<file path="src/hw/ufc_pkg.sv">
// Shared constants, field layout and carrier types for the UART FIFO control block
package ufc_pkg;

  // Channel count and FIFO geometry
  localparam int NUM_CHAN = 2;
  localparam int FIFO_DEPTH = 16;
  localparam int PTR_W = 4;
  localparam int CNT_W = 5;
  localparam int DATA_W = 8;

  // Register byte offsets inside one channel window
  localparam logic [4:0] REG_DATA_OFF = 5'h00;
  localparam logic [4:0] REG_CTRL_OFF = 5'h04;
  localparam logic [4:0] REG_STAT_OFF = 5'h08;
  // Address bit that selects the channel window (stride 0x20)
  localparam int CHAN_SEL_BIT = 5;

  // Control register field positions
  localparam int CTRL_EN_BIT = 0;
  localparam int CTRL_RXFL_BIT = 1;
  localparam int CTRL_TXFL_BIT = 2;
  localparam int CTRL_MODE_BIT = 3;
  localparam int CTRL_TRIG_LSB = 6;
  localparam logic [7:0] CTRL_RESET = 8'h00;

  // Status register field positions
  localparam int STAT_TXCNT_LSB = 0;
  localparam int STAT_RXCNT_LSB = 8;
  localparam int STAT_IRQ_BIT = 16;
  localparam int STAT_TXREQ_BIT = 17;
  localparam int STAT_RXREQ_BIT = 18;
  localparam int STAT_OVR_BIT = 19;

  // Receive trigger levels for field codes 00, 01, 10, 11
  localparam logic [CNT_W-1:0] TRIG_LVL0 = 5'h01;
  localparam logic [CNT_W-1:0] TRIG_LVL1 = 5'h04;
  localparam logic [CNT_W-1:0] TRIG_LVL2 = 5'h08;
  localparam logic [CNT_W-1:0] TRIG_LVL3 = 5'h0E;
  // Capacity with FIFOs on (16 entries) and when FIFOs are off: a single holding register
  localparam logic [CNT_W-1:0] CAP_FIFO = 5'h10;
  localparam logic [CNT_W-1:0] CAP_SINGLE = 5'h01;

  // Stored control fields of one channel
  typedef struct packed {
    logic [1:0] trig;
    logic dma_mode;
    logic fifo_en;
  } ufc_ctrl_type;

  // Captured AHB address phase
  typedef struct packed {
    logic mapped;
    logic chan;
    logic [4:0] off;
  } ufc_aph_type;

  // Bus slave states
  typedef enum logic [1:0] {
    ST_IDLE = 2'b00,
    ST_WRITE = 2'b01,
    ST_RD_WAIT = 2'b10,
    ST_RD_DONE = 2'b11
  } ufc_state_type;

endpackage

</file>
<file path="src/hw/ufc_mem.sv">
// Small character store with registered read data
`timescale 1ns/100ps
module ufc_mem
  import ufc_pkg::*;
#(
  parameter int WIDTH = DATA_W,
  parameter int DEPTH = FIFO_DEPTH,
  parameter int AW = PTR_W
)(
  // Clock and reset
  input wire logic core_clk,
  input wire logic arst_n,
  // Write port
  input wire logic wr_en,
  input wire logic [AW-1:0] wr_addr,
  input wire logic [WIDTH-1:0] wr_data,
  // Read port
  input wire logic [AW-1:0] rd_addr,
  output logic [WIDTH-1:0] rd_data
);

  logic [WIDTH-1:0] store [DEPTH];

  // Array has no reset; contents are only read behind a valid count
  always_ff @(posedge core_clk)
  begin
    if (wr_en)
    begin
      store[wr_addr] <= wr_data;
    end
  end

  // Read data registered, one cycle behind the address
  always_ff @(posedge core_clk or negedge arst_n)
  begin
    if (!arst_n)
    begin
      rd_data <= '0;
    end
    else
    begin
      rd_data <= store[rd_addr];
    end
  end

endmodule

</file>
<file path="src/hw/ufc_top.sv">
// Dual-channel UART FIFO control, DMA ready outputs and AHB-Lite register slave
//
// Implementation choices: the address map and register access over AHB-Lite.
`timescale 1ns/100ps
module ufc_top
  import ufc_pkg::*;
(
  // Clock and reset
  input wire logic core_clk,
  input wire logic arst_n,
  // AHB-Lite slave
  input wire logic hsel,
  input wire logic [31:0] haddr,
  input wire logic [1:0] htrans,
  input wire logic hwrite,
  input wire logic [2:0] hsize,
  input wire logic [31:0] hwdata,
  input wire logic hready,
  output logic hreadyout,
  output logic hresp,
  output logic [31:0] hrdata,
  // Transmit shifter side, per channel
  input wire logic [NUM_CHAN-1:0] tx_pop,
  output logic [NUM_CHAN-1:0] tx_valid,
  output logic [NUM_CHAN-1:0][DATA_W-1:0] tx_data,
  // Receive shifter side, per channel
  input wire logic [NUM_CHAN-1:0] rx_push,
  input wire logic [NUM_CHAN-1:0][DATA_W-1:0] rx_data,
  input wire logic [NUM_CHAN-1:0] rx_timeout,
  // DMA requests and receive interrupt, per channel
  output logic [NUM_CHAN-1:0] tx_dma_request_n,
  output logic [NUM_CHAN-1:0] rx_dma_request_n,
  output logic [NUM_CHAN-1:0] rx_data_irq
);

  // Bus slave state
  ufc_state_type state_reg;
  ufc_state_type state_next;
  ufc_aph_type aph_reg;
  logic [31:0] rdata_next;
  logic accept;

  // Per-channel state, visible to the read mux
  ufc_ctrl_type ctrl_reg [NUM_CHAN];
  logic [NUM_CHAN-1:0] tx_queue_flush;
  logic [NUM_CHAN-1:0] rx_queue_flush;
  logic [CNT_W-1:0] tx_cnt [NUM_CHAN];
  logic [CNT_W-1:0] rx_cnt [NUM_CHAN];
  logic [DATA_W-1:0] rx_q [NUM_CHAN];
  logic [NUM_CHAN-1:0] rx_q_ok;
  logic [NUM_CHAN-1:0] ovr_reg;
  logic [NUM_CHAN-1:0] rx_act_reg;

  // Trigger field decode
  function automatic logic [CNT_W-1:0] trig_level(input logic [1:0] code);
    logic [CNT_W-1:0] lvl;
    unique case (code)
      2'b00: lvl = TRIG_LVL0;
      2'b01: lvl = TRIG_LVL1;
      2'b10: lvl = TRIG_LVL2;
      2'b11: lvl = TRIG_LVL3;
    endcase
    return lvl;
  endfunction

  // Address phase taken on any nonsequential or sequential transfer
  assign accept = hsel && htrans[1] && hready;
  assign hresp = 1'b0;
  // Reads insert one wait state so the registered store output is current
  assign hreadyout = (state_reg != ST_RD_WAIT);

  // Slave sequencing
  always_comb
  begin
    state_next = ST_IDLE;
    if (state_reg == ST_RD_WAIT)
    begin
      state_next = ST_RD_DONE;
    end
    else if (accept)
    begin
      state_next = hwrite ? ST_WRITE : ST_RD_WAIT;
    end
  end

  always_ff @(posedge core_clk or negedge arst_n)
  begin
    if (!arst_n)
    begin
      state_reg <= ST_IDLE;
    end
    else
    begin
      state_reg <= state_next;
    end
  end

  // Address phase capture; only the two channel windows are mapped
  always_ff @(posedge core_clk or negedge arst_n)
  begin
    if (!arst_n)
    begin
      aph_reg <= '0;
    end
    else if (accept && state_reg != ST_RD_WAIT)
    begin
      aph_reg.mapped <= (haddr[31:CHAN_SEL_BIT+1] == '0) && (haddr[1:0] == 2'b00)
        && (haddr[4:0] == REG_DATA_OFF || haddr[4:0] == REG_CTRL_OFF
        || haddr[4:0] == REG_STAT_OFF);
      aph_reg.chan <= haddr[CHAN_SEL_BIT];
      aph_reg.off <= haddr[4:0];
    end
  end

  // Read mux; unmapped addresses read zero
  always_comb
  begin
    rdata_next = 32'h0000_0000;
    if (aph_reg.mapped)
    begin
      unique case (aph_reg.off)
        REG_DATA_OFF:
        begin
          if (rx_q_ok[aph_reg.chan])
          begin
            rdata_next[DATA_W-1:0] = rx_q[aph_reg.chan];
          end
        end
        REG_CTRL_OFF:
        begin
          // Bits 5:4 always read zero
          rdata_next[CTRL_TRIG_LSB+:2] = ctrl_reg[aph_reg.chan].trig;
          rdata_next[CTRL_MODE_BIT] = ctrl_reg[aph_reg.chan].dma_mode;
          rdata_next[CTRL_TXFL_BIT] = tx_queue_flush[aph_reg.chan];
          rdata_next[CTRL_RXFL_BIT] = rx_queue_flush[aph_reg.chan];
          rdata_next[CTRL_EN_BIT] = ctrl_reg[aph_reg.chan].fifo_en;
        end
        REG_STAT_OFF:
        begin
          rdata_next[STAT_TXCNT_LSB+:CNT_W] = tx_cnt[aph_reg.chan];
          rdata_next[STAT_RXCNT_LSB+:CNT_W] = rx_cnt[aph_reg.chan];
          rdata_next[STAT_IRQ_BIT] = rx_data_irq[aph_reg.chan];
          rdata_next[STAT_TXREQ_BIT] = tx_dma_request_n[aph_reg.chan];
          rdata_next[STAT_RXREQ_BIT] = rx_dma_request_n[aph_reg.chan];
          rdata_next[STAT_OVR_BIT] = ovr_reg[aph_reg.chan];
        end
        default:
        begin
          rdata_next = 32'h0000_0000;
        end
      endcase
    end
  end

  // Read data held from the wait cycle through the end of the data phase
  always_ff @(posedge core_clk or negedge arst_n)
  begin
    if (!arst_n)
    begin
      hrdata <= 32'h0000_0000;
    end
    else if (state_reg == ST_RD_WAIT)
    begin
      hrdata <= rdata_next;
    end
  end

  // One independent slice per channel
  for (genvar c = 0; c < NUM_CHAN; c++)
  begin : g_chan
    logic sel;
    logic data_wr;
    logic ctrl_wr;
    logic data_rd;
    logic stat_rd;
    logic [CNT_W-1:0] cap;
    logic [PTR_W-1:0] tx_wp;
    logic [PTR_W-1:0] tx_rp;
    logic [PTR_W-1:0] rx_wp;
    logic [PTR_W-1:0] rx_rp;
    logic tx_push;
    logic tx_take;
    logic rx_put;
    logic rx_take;
    logic mode1;
    logic [CNT_W-1:0] level;

    // Per-channel decode of the bus access in its data phase
    assign sel = aph_reg.mapped && (aph_reg.chan == 1'(c));
    assign data_wr = (state_reg == ST_WRITE) && sel && aph_reg.off == REG_DATA_OFF;
    assign ctrl_wr = (state_reg == ST_WRITE) && sel && aph_reg.off == REG_CTRL_OFF;
    assign data_rd = (state_reg == ST_RD_WAIT) && sel && aph_reg.off == REG_DATA_OFF;
    assign stat_rd = (state_reg == ST_RD_WAIT) && sel && aph_reg.off == REG_STAT_OFF;

    // Disabled FIFOs shrink to a single holding register
    assign cap = ctrl_reg[c].fifo_en ? CAP_FIFO : CAP_SINGLE;
    assign mode1 = ctrl_reg[c].fifo_en && ctrl_reg[c].dma_mode;
    assign level = trig_level(ctrl_reg[c].trig);

    // Pushes beyond capacity are dropped; pops need a current store output
    assign tx_push = data_wr && (tx_cnt[c] < cap) && !tx_queue_flush[c];
    assign tx_take = tx_pop[c] && tx_valid[c] && !tx_queue_flush[c];
    assign rx_put = rx_push[c] && (rx_cnt[c] < cap) && !rx_queue_flush[c];
    assign rx_take = data_rd && rx_q_ok[c] && !rx_queue_flush[c];

    // Control register; a write with enable low leaves the other fields alone
    always_ff @(posedge core_clk or negedge arst_n)
    begin
      if (!arst_n)
      begin
        ctrl_reg[c] <= ufc_ctrl_type'({CTRL_RESET[7:6], CTRL_RESET[3], CTRL_RESET[0]});
      end
      else if (ctrl_wr)
      begin
        ctrl_reg[c].fifo_en <= hwdata[CTRL_EN_BIT];
        if (hwdata[CTRL_EN_BIT])
        begin
          ctrl_reg[c].trig <= hwdata[CTRL_TRIG_LSB+:2];
          ctrl_reg[c].dma_mode <= hwdata[CTRL_MODE_BIT];
        end
      end
    end

    // Flush bits: set by a qualified write, cleared after the one flush cycle
    always_ff @(posedge core_clk or negedge arst_n)
    begin
      if (!arst_n)
      begin
        tx_queue_flush[c] <= CTRL_RESET[CTRL_TXFL_BIT];
        rx_queue_flush[c] <= CTRL_RESET[CTRL_RXFL_BIT];
      end
      else
      begin
        // Also flush when the enable bit toggles, so stale depth never leaks
        tx_queue_flush[c] <= ctrl_wr && ((hwdata[CTRL_EN_BIT] && hwdata[CTRL_TXFL_BIT])
          || hwdata[CTRL_EN_BIT] != ctrl_reg[c].fifo_en);
        rx_queue_flush[c] <= ctrl_wr && ((hwdata[CTRL_EN_BIT] && hwdata[CTRL_RXFL_BIT])
          || hwdata[CTRL_EN_BIT] != ctrl_reg[c].fifo_en);
      end
    end

    // Transmit pointers and count; a flush also drops tx_valid toward the external shifter
    always_ff @(posedge core_clk or negedge arst_n)
    begin
      if (!arst_n)
      begin
        tx_wp <= '0;
        tx_rp <= '0;
        tx_cnt[c] <= '0;
      end
      else if (tx_queue_flush[c])
      begin
        tx_wp <= '0;
        tx_rp <= '0;
        tx_cnt[c] <= '0;
      end
      else
      begin
        if (tx_push)
        begin
          tx_wp <= tx_wp + 1'b1;
        end
        if (tx_take)
        begin
          tx_rp <= tx_rp + 1'b1;
        end
        tx_cnt[c] <= tx_cnt[c] + CNT_W'(tx_push) - CNT_W'(tx_take);
      end
    end

    // Valid drops for a cycle after each pop while the store output settles
    always_ff @(posedge core_clk or negedge arst_n)
    begin
      if (!arst_n)
      begin
        tx_valid[c] <= 1'b0;
      end
      else
      begin
        tx_valid[c] <= (tx_cnt[c] != '0) && !tx_take && !tx_queue_flush[c];
      end
    end

    // Receive pointers and count
    always_ff @(posedge core_clk or negedge arst_n)
    begin
      if (!arst_n)
      begin
        rx_wp <= '0;
        rx_rp <= '0;
        rx_cnt[c] <= '0;
      end
      else if (rx_queue_flush[c])
      begin
        rx_wp <= '0;
        rx_rp <= '0;
        rx_cnt[c] <= '0;
      end
      else
      begin
        if (rx_put)
        begin
          rx_wp <= rx_wp + 1'b1;
        end
        if (rx_take)
        begin
          rx_rp <= rx_rp + 1'b1;
        end
        rx_cnt[c] <= rx_cnt[c] + CNT_W'(rx_put) - CNT_W'(rx_take);
      end
    end

    // Receive store output is trusted one cycle after the count settles
    always_ff @(posedge core_clk or negedge arst_n)
    begin
      if (!arst_n)
      begin
        rx_q_ok[c] <= 1'b0;
      end
      else
      begin
        rx_q_ok[c] <= (rx_cnt[c] != '0) && !rx_take && !rx_queue_flush[c];
      end
    end

    // Overrun sticky; a new overrun wins over the status read clear
    always_ff @(posedge core_clk or negedge arst_n)
    begin
      if (!arst_n)
      begin
        ovr_reg[c] <= 1'b0;
      end
      else if (rx_push[c] && !rx_put && !rx_queue_flush[c])
      begin
        ovr_reg[c] <= 1'b1;
      end
      else if (stat_rd)
      begin
        ovr_reg[c] <= 1'b0;
      end
    end

    // Block-mode receive request latch; set wins over the drained clear
    always_ff @(posedge core_clk or negedge arst_n)
    begin
      if (!arst_n)
      begin
        rx_act_reg[c] <= 1'b0;
      end
      else if (mode1 && rx_cnt[c] != '0 && (rx_cnt[c] >= level || rx_timeout[c]))
      begin
        rx_act_reg[c] <= 1'b1;
      end
      else if (!mode1 || rx_cnt[c] == '0)
      begin
        rx_act_reg[c] <= 1'b0;
      end
    end

    // Request pins and receive interrupt, registered
    always_ff @(posedge core_clk or negedge arst_n)
    begin
      if (!arst_n)
      begin
        tx_dma_request_n[c] <= 1'b0;
        rx_dma_request_n[c] <= 1'b1;
        rx_data_irq[c] <= 1'b0;
      end
      else
      begin
        if (mode1)
        begin
          tx_dma_request_n[c] <= (tx_cnt[c] == CAP_FIFO);
          rx_dma_request_n[c] <= !rx_act_reg[c];
        end
        else
        begin
          tx_dma_request_n[c] <= (tx_cnt[c] != '0);
          rx_dma_request_n[c] <= (rx_cnt[c] == '0);
        end
        // Level interrupt: on at the fill level, off once below it; with FIFOs off, on while a character is held
        if (ctrl_reg[c].fifo_en)
        begin
          rx_data_irq[c] <= (rx_cnt[c] >= level);
        end
        else
        begin
          rx_data_irq[c] <= (rx_cnt[c] != '0);
        end
      end
    end

    // Character stores for both directions
    ufc_mem u_tx_mem (
      .core_clk(core_clk),
      .arst_n(arst_n),
      .wr_en(tx_push),
      .wr_addr(tx_wp),
      .wr_data(hwdata[DATA_W-1:0]),
      .rd_addr(tx_rp),
      .rd_data(tx_data[c])
    );

    ufc_mem u_rx_mem (
      .core_clk(core_clk),
      .arst_n(arst_n),
      .wr_en(rx_put),
      .wr_addr(rx_wp),
      .wr_data(rx_data[c]),
      .rd_addr(rx_rp),
      .rd_data(rx_q[c])
    );
  end

  // Transfer size is fixed at a word; hsize is accepted but not checked
  logic unused_size;
  assign unused_size = ^hsize;

endmodule

</file>
<file path="config.mk">
export PLATFORM = sky130hd
export DESIGN_NAME = ufc_top
export DESIGN_NICKNAME = d
export VERILOG_FILES = /design/src/hw/ufc_pkg.sv /design/src/hw/ufc_mem.sv /design/src/hw/ufc_top.sv
export SDC_FILE = /design/constraint.sdc
export NUM_CORES = 1
export LEC_CHECK = 0
export BUFFER_PORTS_ARGS = -buffer_cell sky130_fd_sc_hd__buf_2
export CELL_PAD_IN_SITES_DETAIL_PLACEMENT = 0
export CELL_PAD_IN_SITES_GLOBAL_PLACEMENT = 1
export CORE_ASPECT_RATIO = 0.75
export CORE_MARGIN = 2
export CORE_UTILIZATION = 56
export DETAILED_ROUTE_END_ITERATION = 6
export HOLD_SLACK_MARGIN = 0.03
export PLACE_DENSITY = 0.86
export SLEW_MARGIN = 20
export SYNTH_ARGS = -nofsm -noshare
export SYNTH_HDL_FRONTEND = slang
export SYNTH_SLANG_ARGS = --single-unit
</file>
<file path="constraint.sdc">
create_clock -name core_clk -period 5.7 [get_ports core_clk]
set_clock_uncertainty 0.05 [all_clocks]
set_input_delay 0.57 -clock core_clk [delete_from_list [all_inputs] [get_ports core_clk]]
set_output_delay 0.57 -clock core_clk [all_outputs]
set_load 0.01 [all_outputs]
</file>
==> results of run 1 <==
## path summary, 6_finish.rpt
kind | endpoint | from | slack (ns) | depth (start not counted)
worst max-delay path | tx_cnt[9] | ctrl_reg[4] | 2.14 | 14
worst min-delay path | aph_reg[5] | haddr[5] | 0.12 | 3
worst max register to register | tx_cnt[9] | ctrl_reg[4] | 2.14 | 14
worst min register to register | hrdata[18] | hrdata[18] | 0.45 | 2
max in group asynchronous | aph_reg[5] | arst_n | 3.71 | 3
min in group asynchronous | g_chan[0].u_tx_mem.rd_data[3] | arst_n | 0.52 | 2
## routing by layer
layer  part of all wire, %  wire, um  global-route usage [%]  vias up
li1                      -         -                       -     6444
met1                    44     24800                    34.5     7429
met2                    47     26400                    34.8      562
met3                   7.3      4140                    4.52       77
met4                   2.1      1210                    6.20        0
met5                     0         0                       0        -
## worst min-delay path: cells and delay by family
family / cells / cell delay, ns
simple gates: 1 / 0.04
buf+inv: 1 / 0.08
compound gates: 1 / 0.06
## cells in the final DEF, fill, tap and decap left out, drive strengths merged, types with 12 or more instances in the layout
master	instances
a221oi	24
nand2	77
or3	12
clkbuf	75
mux4	88
clkinv	22
nor2	141
buf	117
mux2	41
a22oi	28
xor2	13
mux2i	106
o21ai	88
nand2b	17
nor2b	20
a21oi	48
edfxtp	512
xnor2	14
ha	64
inv	46
conb	16
dfrtp	134
nand3	12
## layout make-up
type                            count  area (sq um)  area share, %
Clock buffer                       75          1560           5.23
Clock inverter                     33           297          0.997
Inverter                           45           169          0.568
Multi-Input combinational cell    874          7510           25.3
Sequential cell                   648         18800           63.2
Tap cell                          639           800           2.69
Timing Repair Buffer              118           622           2.09
## power breakdown
| group | switching, uW | internal, uW | leakage (uW) |
|---|---|---|---|
| registers | 381 | 5500 | 0.00627 |
| logic | 1410 | 1130 | 0.00327 |
| clock network | 1700 | 2150 | 0.000894 |
## cells by family (layout without fill, tap and decap cells)
logic type / Yosys count / in the layout / share of synthesized area [%]
flip-flops: 648 / 648 / 70.1
AND/OR/NAND/NOR: 320 / 320 / 5.76
multiplexers: 235 / 235 / 13.1
AO/OA/AOI/OAI: 208 / 208 / 4.73
buffers and inverters: 131 / 271 / 2.12
adder cells (fa/ha/maj): 68 / 68 / 3.29
XOR/XNOR: 27 / 27 / 0.883
other: 1 / 16 / 0.0140
## through the flow
stage                     total power [uW]  worst slack [ns]
after floorplan                       7710              2.61
after global placement                8410              2.25
after detailed placement              8510              2.20
after CTS                            12300              2.17
after global routing                 12800              1.87
final                                12300              2.14
==> impl_metrics.env, run 1 <==
export IMPL_wl_um=56600
export IMPL_gp_congestion=0.823
export IMPL_grt_overflow=0
export IMPL_cp_top_family="adder cells"
export IMPL_cts_resized=0
export IMPL_cp_cell_sequence="inv_1 -> ha_1 -> a2111oi_4 -> nand2b_1 -> ha_1 -> inv_1 -> ha_1 -> inv_1 -> fa_1 -> nor2_1 -> nor2_1 -> nor2_1 -> or3_1 -> a21oi_1"
export IMPL_ctsHoldBuffers=1
export IMPL_rows=69
export IMPL_post_route_period_util_pct=62.4
export IMPL_vias=14500
export IMPL_firstDrtPassIters=5
export IMPL_die_x_um=257
export IMPL_holdWs_ns=0.121
export IMPL_cp_num_buf_inv=3
export IMPL_syn_cell_area_sq_um=26800
export IMPL_grt_start_max_net_pins=82
export IMPL_synth_common_cells="edfxtp_1 (512), nor2_1 (141), dfrtp_1 (134)"
export IMPL_fmax_mhz=281
export IMPL_fin_nets=1909
export IMPL_final_area_sq_um=29700
export IMPL_fp_coreArea_sq_um=47300
export IMPL_place_inst=2323
export IMPL_instances_no_fill=2432
export IMPL_slowest_delay_ns=0.60
export IMPL_layout_drive_gt1_share_pct=19.6
export IMPL_num_io_pins=154
export IMPL_ys_dominant_reg_cell="edfxtp_1"
export IMPL_synth_edf_count=512
export IMPL_grt_use_total_pct=23.0
export IMPL_rsz0062_at_grt="no"
export IMPL_tightest_slew_ns=0.964
export IMPL_route_detailed_drc=0
export IMPL_synth_distinct_cells=54
export IMPL_antenna_left=0
export IMPL_synth_top_cell_area_share_pct=57.4
export IMPL_cts_root_buf="clkbuf_16"
export IMPL_p_per_area_nw_per_um2=413
export IMPL_cts_tree="built"
export IMPL_cp_required_ns=6.11
export IMPL_yosysSeqAreaShare_pct=70.1
export IMPL_via_per_inst=5.97
export IMPL_slew_viol_final=0
export IMPL_reg_top3="g_chan.u_rx_mem.store x256, g_chan.u_tx_mem.store x256, hrdata x17"
export IMPL_syn_instance_count=1638
export IMPL_yosysMostFrequentCell="edfxtp_1"
export IMPL_die_h_um=193
export IMPL_async_reset_ff_share_pct=21.0
export IMPL_finalSetupViolCount=0
export IMPL_numPortBuffers=109
export IMPL_die_area_sq_um=49600
export IMPL_start_kind="flip-flop"
export IMPL_yosysWarningCount=0
export IMPL_cts_buffers=58
export IMPL_clock_latency_ns=0.61
export IMPL_synth_area_leaders="edfxtp_1 (57%), dfrtp_1 (13%), mux4_2 (7.4%)"
export IMPL_yosysTopAreaCell="edfxtp_1"
export IMPL_cp_slowest_cell="a2111oi_4"
export IMPL_postCtsSetupBuffers=0
export IMPL_antenna_cells=0
export IMPL_grt_pass1_wl_um=86500
export IMPL_p_leak_uw=0.0104
export IMPL_fin_crit_ns=3.56
export IMPL_area_growth_syn_to_layout_pct=11.0
export IMPL_antenna_found_initial=0
export IMPL_drv_cap=0
export IMPL_vdd_drop_max_mv=0.394
export IMPL_ys_seq_elements=648
export IMPL_timing_hold_violations_final=0
export IMPL_slew_headroom_pct=35.7
export IMPL_fillers=3347
export IMPL_cts_htree_levels=2
export IMPL_initial_core_util_pct=56.6
export IMPL_syn_area_per_cell_sq_um=16.4
export IMPL_cts_sinks=648
export IMPL_tns_ns=0
export IMPL_grt_pass1_vias=14400
export IMPL_cp_max_fo=9
export IMPL_worst_setup_path_end_kind="flip-flop"
export IMPL_drt_iter0_markers=1298
export IMPL_post_dp_cell_area_sq_um=27900
export IMPL_min_delay_path_class="in -> reg"
export IMPL_status="complete, no violations"
export IMPL_routedWlPerCell_um=23.3
export IMPL_critical_path_class="reg -> reg"
export IMPL_cp_arrival_ns=3.97
export IMPL_final_core_util_pct=62.9
export IMPL_cts_path_max_buffers=3
export IMPL_dp_hpwl_um=36000
export IMPL_clk_pin_slew_ns=0.07
No activity file was read; power rests on OpenSTA's default activity.
==> inputs of run 2 (changes only) <==
--- a/config.mk
+++ b/config.mk
@@ -5,15 +5,16 @@
 export SDC_FILE = /design/constraint.sdc
 export NUM_CORES = 1
 export LEC_CHECK = 0
+export ABC_AREA = 1
 export BUFFER_PORTS_ARGS = -buffer_cell sky130_fd_sc_hd__buf_2
 export CELL_PAD_IN_SITES_DETAIL_PLACEMENT = 0
 export CELL_PAD_IN_SITES_GLOBAL_PLACEMENT = 1
 export CORE_ASPECT_RATIO = 0.75
 export CORE_MARGIN = 2
-export CORE_UTILIZATION = 56
+export CORE_UTILIZATION = 49
 export DETAILED_ROUTE_END_ITERATION = 6
 export HOLD_SLACK_MARGIN = 0.03
-export PLACE_DENSITY = 0.86
+export PLACE_DENSITY = 0.81
 export SLEW_MARGIN = 20
 export SYNTH_ARGS = -nofsm -noshare
 export SYNTH_HDL_FRONTEND = slang
==> constraint.sdc (replaced) <==
create_clock -name core_clk -period 3.4 [get_ports core_clk]
set_clock_uncertainty 0.05 [all_clocks]
set_input_delay 0.34 -clock core_clk [delete_from_list [all_inputs] [get_ports core_clk]]
set_output_delay 0.34 -clock core_clk [all_outputs]
set_load 0.01 [all_outputs]
==> impl_metrics.env, run 2 <==
export IMPL_ys_seq_elements=648
export IMPL_fmax_mhz=337
export IMPL_vias=19200
export IMPL_post_route_period_util_pct=87.2
export IMPL_reg_top3="g_chan.u_rx_mem.store x256, g_chan.u_tx_mem.store x256, hrdata x17"
export IMPL_cts_htree_levels=2
export IMPL_slew_viol_final=0
export IMPL_cp_max_fo=11
export IMPL_tightest_slew_ns=0.932
export IMPL_ys_dominant_reg_cell="edfxtp_1"
export IMPL_die_h_um=211
export IMPL_yosysTopAreaCell="edfxtp_1"
export IMPL_area_growth_syn_to_layout_pct=12.5
export IMPL_grt_overflow=0
export IMPL_mostFrequentLayoutCell="nand2_1"
export IMPL_syn_cell_area_sq_um=28100
export IMPL_clk_pin_slew_ns=0.07
export IMPL_place_inst=3438
export IMPL_cts_root_buf="clkbuf_16"
export IMPL_grt_pass1_vias=18400
export IMPL_syn_area_per_cell_sq_um=10.7
export IMPL_synth_common_cells="nand2_1 (666), edfxtp_1 (512), nor2_1 (280)"
export IMPL_status="complete, no violations"
export IMPL_r2r_start="aph_reg[1]"
export IMPL_cts_resized=0
export IMPL_instances_no_fill=3572
export IMPL_antenna_left=0
export IMPL_critical_path_class="reg -> reg"
export IMPL_synth_area_leaders="edfxtp_1 (55%), dfrtp_1 (12%), nand2_1 (8.9%)"
export IMPL_routedWlPerCell_um=18.8
export IMPL_grt_use_total_pct=22.9
export IMPL_rows=76
export IMPL_antenna_found_initial=0
export IMPL_cp_required_ns=3.92
export IMPL_fp_coreArea_sq_um=57100
export IMPL_rsz0062_at_grt="no"
export IMPL_yosysWarningCount=0
export IMPL_route_detailed_drc=0
export IMPL_p_per_area_nw_per_um2=677
export IMPL_vdd_drop_max_mv=0.498
export IMPL_wl_um=67200
export IMPL_startpoint="aph_reg[1]"
export IMPL_layout_drive_gt1_share_pct=10.8
export IMPL_fin_crit_ns=2.96
export IMPL_firstDrtPassIters=5
export IMPL_grt_pass1_wl_um=105000
export IMPL_drv_cap=0
export IMPL_slew_headroom_pct=37.8
export IMPL_cts_buffers=61
export IMPL_grt_start_max_net_pins=81
export IMPL_finalSetupViolCount=0
export IMPL_tns_ns=0
export IMPL_async_reset_ff_share_pct=21.0
export IMPL_yosysSeqAreaShare_pct=66.8
export IMPL_drt_iter0_markers=1785
export IMPL_fillers=4842
export IMPL_synth_distinct_cells=38
export IMPL_dp_hpwl_um=42900
export IMPL_via_per_inst=5.37
export IMPL_final_cell_mix="nand2_1 (666), edfxtp_1 (512), nor2_1 (280), nand3_1 (226), inv_1 (173)"
export IMPL_worst_setup_path_end_kind="flip-flop"
export IMPL_synth_edf_count=512
export IMPL_yosysMostFrequentCell="nand2_1"
export IMPL_die_area_sq_um=59400
export IMPL_start_kind="flip-flop"
export IMPL_num_io_pins=154
export IMPL_cp_arrival_ns=3.48
export IMPL_cts_sinks=648
export IMPL_p_leak_uw=0.0128
export IMPL_numPortBuffers=109
export IMPL_die_x_um=281
export IMPL_cts_tree="built"
export IMPL_fin_nets=2942
export IMPL_clock_latency_ns=0.65
export IMPL_cts_path_max_buffers=3
export IMPL_antenna_cells=0
export IMPL_synth_top_cell_area_share_pct=54.7
export IMPL_syn_instance_count=2640
export IMPL_initial_core_util_pct=49.3
export IMPL_holdWs_ns=0.0684
export IMPL_gp_congestion=0.844
export IMPL_timing_hold_violations_final=0
export IMPL_worstHoldStart="rx_data[13]"
export IMPL_min_delay_path_class="in -> reg"
-- run 2: changes by cell type after synthesis, moves of 37 or more --
cell     delta
nand3_1   +215
nand2_1   +591
o21ai_0    +72
mux2i_1   -106
a21oi_1    +76
mux2_2     -37
mux4_2     -88
nor2_1    +139
inv_1     +128
-- run 2: logic make-up after synthesis --
logic type      Yosys count  share of synthesized area, %
compound gates          327                          6.17
flops                   648                          66.8
fa+ha+maj                68                          3.13
simple gates           1266                          18.8
xor+xnor                 14                         0.436
other cells               1                        0.0133
buf+inv                 316                          4.71
-- run 2: stage by stage --
stage	util, %	setup WS, ns	power, uW	instance area, sq um
after floorplan	-	0.759	13200	28200
after global placement	51.7	0.478	14800	29500
after detailed placement	51.7	0.447	14900	29500
after CTS	55.5	0.411	21500	31700
after global routing	55.5	0.207	22600	31700
final	55.5	0.436	21400	31700
-- run 2: layout make-up --
type	instances	area [sq um]	share of cell area, %
Sequential cell	648	18800	59.4
Multi-Input combinational cell	1691	8080	25.5
Clock buffer	88	1750	5.53
Timing Repair Buffer	185	1180	3.73
Tap cell	741	927	2.93
Inverter	191	717	2.27
Clock inverter	28	215	0.680
-- run 2: final timing paths --
| path | endpoint | slack [ns] | cells after the start |
|---|---|---|---|
| min in group asynchronous | g_chan[0].u_tx_mem.rd_data[3] | 0.23 | 2 |
| min | g_chan[1].u_rx_mem.store[15][5] | 0.07 | 1 |
| max in group asynchronous | rx_cnt[3] | 2.23 | 3 |
| max reg2reg | tx_cnt[9] | 0.44 | 14 |
| max | tx_cnt[9] | 0.44 | 14 |
| min reg2reg | rx_dma_request_n[0] | 0.38 | 1 |
-- run 2: power breakdown --
part	switching, uW	internal [uW]	leakage [uW]
combinational	3530	1620	0.00557
clock	2960	3730	0.000967
sequential	440	9160	0.00626
total	6930	14500	0.0128
-- run 2: routing by layer --
layer	global-route usage, %	wire (um)
met1	35.5	31700
met2	33.8	29400
met3	3.49	4920
met4	5.61	1230
met5	0	0
-- run 2: timing repair --
item                      4_1_cts  5_1_grt
setup buffers                   0        0
hold buffers                   18        0
hold endpoints to repair      121        0
-- run 2: worst max-delay path: stages, from the launching register on --
cell and delay [ns]:
dfrtp_1 0.41, nor2_4 0.15, nand3_2 0.32, nor3_4 0.37
nand3_1 0.13, ha_1 0.31, inv_1 0.06, ha_1 0.15
inv_1 0.06, fa_1 0.42, o21bai_1 0.15, a21oi_1 0.09
nand2_1 0.07, nand2_1 0.05, nor2_1 0.09
==> inputs of run 3 (changes only) <==
--- a/config.mk
+++ b/config.mk
@@ -12,6 +12,7 @@
 export CORE_ASPECT_RATIO = 0.75
 export CORE_MARGIN = 2
 export CORE_UTILIZATION = 49
+export CTS_BUF_LIST = sky130_fd_sc_hd__clkbuf_16
 export DETAILED_ROUTE_END_ITERATION = 6
 export HOLD_SLACK_MARGIN = 0.03
 export PLACE_DENSITY = 0.81
==> impl_metrics.env, run 3 (same netlist as run 2, synthesis figures left out) <==
export IMPL_finalSetupViolCount=0
export IMPL_clock_latency_ns=0.65
export IMPL_grt_use_total_pct=22.9
export IMPL_cts_resized=0
export IMPL_cts_htree_levels=2
export IMPL_drt_iter0_markers=1848
export IMPL_vias=19200
export IMPL_rsz0062_at_grt="no"
export IMPL_cp_slowest_cell="fa_1"
export IMPL_fp_coreArea_sq_um=57100
export IMPL_via_per_inst=5.37
export IMPL_fillers=4864
export IMPL_die_x_um=281
export IMPL_gp_congestion=0.844
export IMPL_vdd_drop_max_mv=0.503
export IMPL_worstHoldStart="rx_data[14]"
export IMPL_cp_required_ns=3.92
export IMPL_firstDrtPassIters=7
export IMPL_mostFrequentLayoutCell="nand2_1"
export IMPL_worst_slack_ns=0.429
export IMPL_route_detailed_drc=0
export IMPL_layout_drive_gt1_share_pct=10.4
export IMPL_cp_top_family="simple AND/OR/NAND/NOR gates"
export IMPL_drv_cap=0
export IMPL_tns_ns=0
export IMPL_num_io_pins=154
export IMPL_tightest_slew_ns=0.938
export IMPL_initial_core_util_pct=49.3
export IMPL_slew_headroom_pct=37.3
export IMPL_netSwitchingFraction_pct=32.8
export IMPL_timing_hold_violations_final=0
export IMPL_critical_path_class="reg -> reg"
export IMPL_p_sw_uw=6940
export IMPL_cts_tree="built"
export IMPL_cp_arrival_ns=3.49
export IMPL_reg_top3="g_chan.u_rx_mem.store x256, g_chan.u_tx_mem.store x256, hrdata x17"
export IMPL_p_int_uw=14200
export IMPL_antenna_cells=0
export IMPL_die_h_um=211
export IMPL_cp_max_fo=11
export IMPL_post_route_period_util_pct=87.4
export IMPL_clockPowerShare_pct=30.2
export IMPL_cp_num_buf_inv=2
export IMPL_slowest_delay_ns=0.42
export IMPL_p_per_area_nw_per_um2=671
export IMPL_grt_overflow=0
export IMPL_seqPwrFrac_pct=45.4
export IMPL_min_delay_path_class="in -> reg"
export IMPL_rows=76
export IMPL_antenna_found_initial=0
export IMPL_cts_buffers=61
export IMPL_die_area_sq_um=59400
export IMPL_pwr_share_comb_pct=24.4
export IMPL_status="complete, no violations"
export IMPL_fmax_mhz=337
export IMPL_cts_path_max_buffers=3
export IMPL_antenna_left=0
export IMPL_fin_nets=2942
export IMPL_final_cell_mix="nand2_1 (666), edfxtp_1 (512), nor2_1 (280), nand3_1 (226), inv_1 (189)"
export IMPL_cts_root_buf="clkbuf_16"
export IMPL_start_kind="flip-flop"
export IMPL_p_leak_uw=0.0128
export IMPL_grt_pass1_wl_um=105000
export IMPL_area_growth_syn_to_layout_pct=12.2
export IMPL_clk_pin_slew_ns=0.07
export IMPL_slew_viol_final=0
export IMPL_numPortBuffers=109
export IMPL_grt_start_max_net_pins=81
export IMPL_worst_setup_path_end_kind="flip-flop"
export IMPL_wl_um=67400
export IMPL_holdWs_ns=0.0733
export IMPL_startpoint="aph_reg[1]"
export IMPL_detailedPlace_worstSlack_ns=0.447
export IMPL_cts_sinks=648
export IMPL_grt_pass1_vias=18400
export IMPL_routedWlPerCell_um=18.9
export IMPL_dp_hpwl_um=42900
export IMPL_r2r_start="aph_reg[1]"
export IMPL_cp_cell_sequence="nor2_4 -> nand3_2 -> nor3_4 -> nand3_1 -> ha_1 -> inv_1 -> ha_1 -> inv_1 -> fa_1 -> o21bai_1 -> a21oi_1 -> nand2_1 -> nand2_1 -> nor2_1"
export IMPL_fin_crit_ns=2.97
-- run 3: changes by cell type in the layout (fill, tap and decap cells not counted), sizes merged --
cell    change
clkinv     +10
inv        +16
clkbuf     -26
-- run 3: area by class of cell --
| cell class | instances | area, sq um | share of cell area, % |
|---|---|---|---|
| sequential | 648 | 18800 | 59.5 |
| multi-input combinational | 1691 | 8080 | 25.6 |
| clock buffer | 62 | 1550 | 4.92 |
| timing repair buffer | 185 | 1180 | 3.74 |
| tap | 741 | 927 | 2.94 |
| inverter | 191 | 717 | 2.27 |
| clock inverter | 54 | 313 | 0.991 |
-- run 3: metrics by stage --
stage	power, uW	std cells	utilization [%]	cell area (sq um)
after floorplan	13200	2655	-	28200
after global placement	14800	3438	51.7	29500
after detailed placement	14900	3438	51.7	29500
after CTS	21200	3572	55.3	31600
after global routing	22400	3572	55.3	31600
final	21200	3572	55.3	31600
-- run 3: power by group through the flow --
| stage | Combinational (uW) | Clock [uW] | Sequential (uW) |
|---|---|---|---|
| 2_1_floorplan | 3580 | 0 | 9670 |
| 3_3_place_gp | 5010 | 0 | 9740 |
| 3_5_place_dp | 5090 | 0 | 9760 |
| 4_1_cts | 5150 | 6490 | 9600 |
| 5_1_grt | 5890 | 6800 | 9670 |
| 6_report | 5160 | 6400 | 9600 |
-- run 3: layer usage --
| metal | up-vias | part of all wire (%) | GRT usage, % |
|---|---|---|---|
| li1 | 9220 | - | - |
| met1 | 9227 | 48 | 35.5 |
| met2 | 650 | 43 | 33.8 |
| met3 | 99 | 7.2 | 3.53 |
| met4 | 0 | 2.0 | 5.68 |
| met5 | - | 0 | 0 |
-- run 3: worst reg2reg max path, delay by kind of cell, from the launching register on --
family	cells	cell delay (ns)
buffers and inverters	2	0.12
adder cells (fa/ha/maj)	3	0.89
AO/OA/AOI/OAI	2	0.26
flip-flops	1	0.41
AND/OR/NAND/NOR	7	1.20
-- run 3: timing repair --
| item | in CTS | in global routing |
|---|---|---|
| buffers inserted | 0 | 0 |
| setup endpoints to repair | 0 | 0 |
| hold endpoints to repair | 121 | 0 |
| hold buffers | 18 | 0 |
-- run 3: final timing paths --
check / cells past startpoint / to / slack (ns)
setup / recovery: 14 / tx_cnt[9] / 0.43
hold reg to reg: 1 / rx_dma_request_n[0] / 0.38
max in group asynchronous: 3 / rx_cnt[3] / 2.21
hold / removal: 1 / g_chan[1].u_rx_mem.store[1][6] / 0.07
setup reg to reg: 14 / tx_cnt[9] / 0.43
min in group asynchronous: 2 / g_chan[0].u_tx_mem.rd_data[3] / 0.23
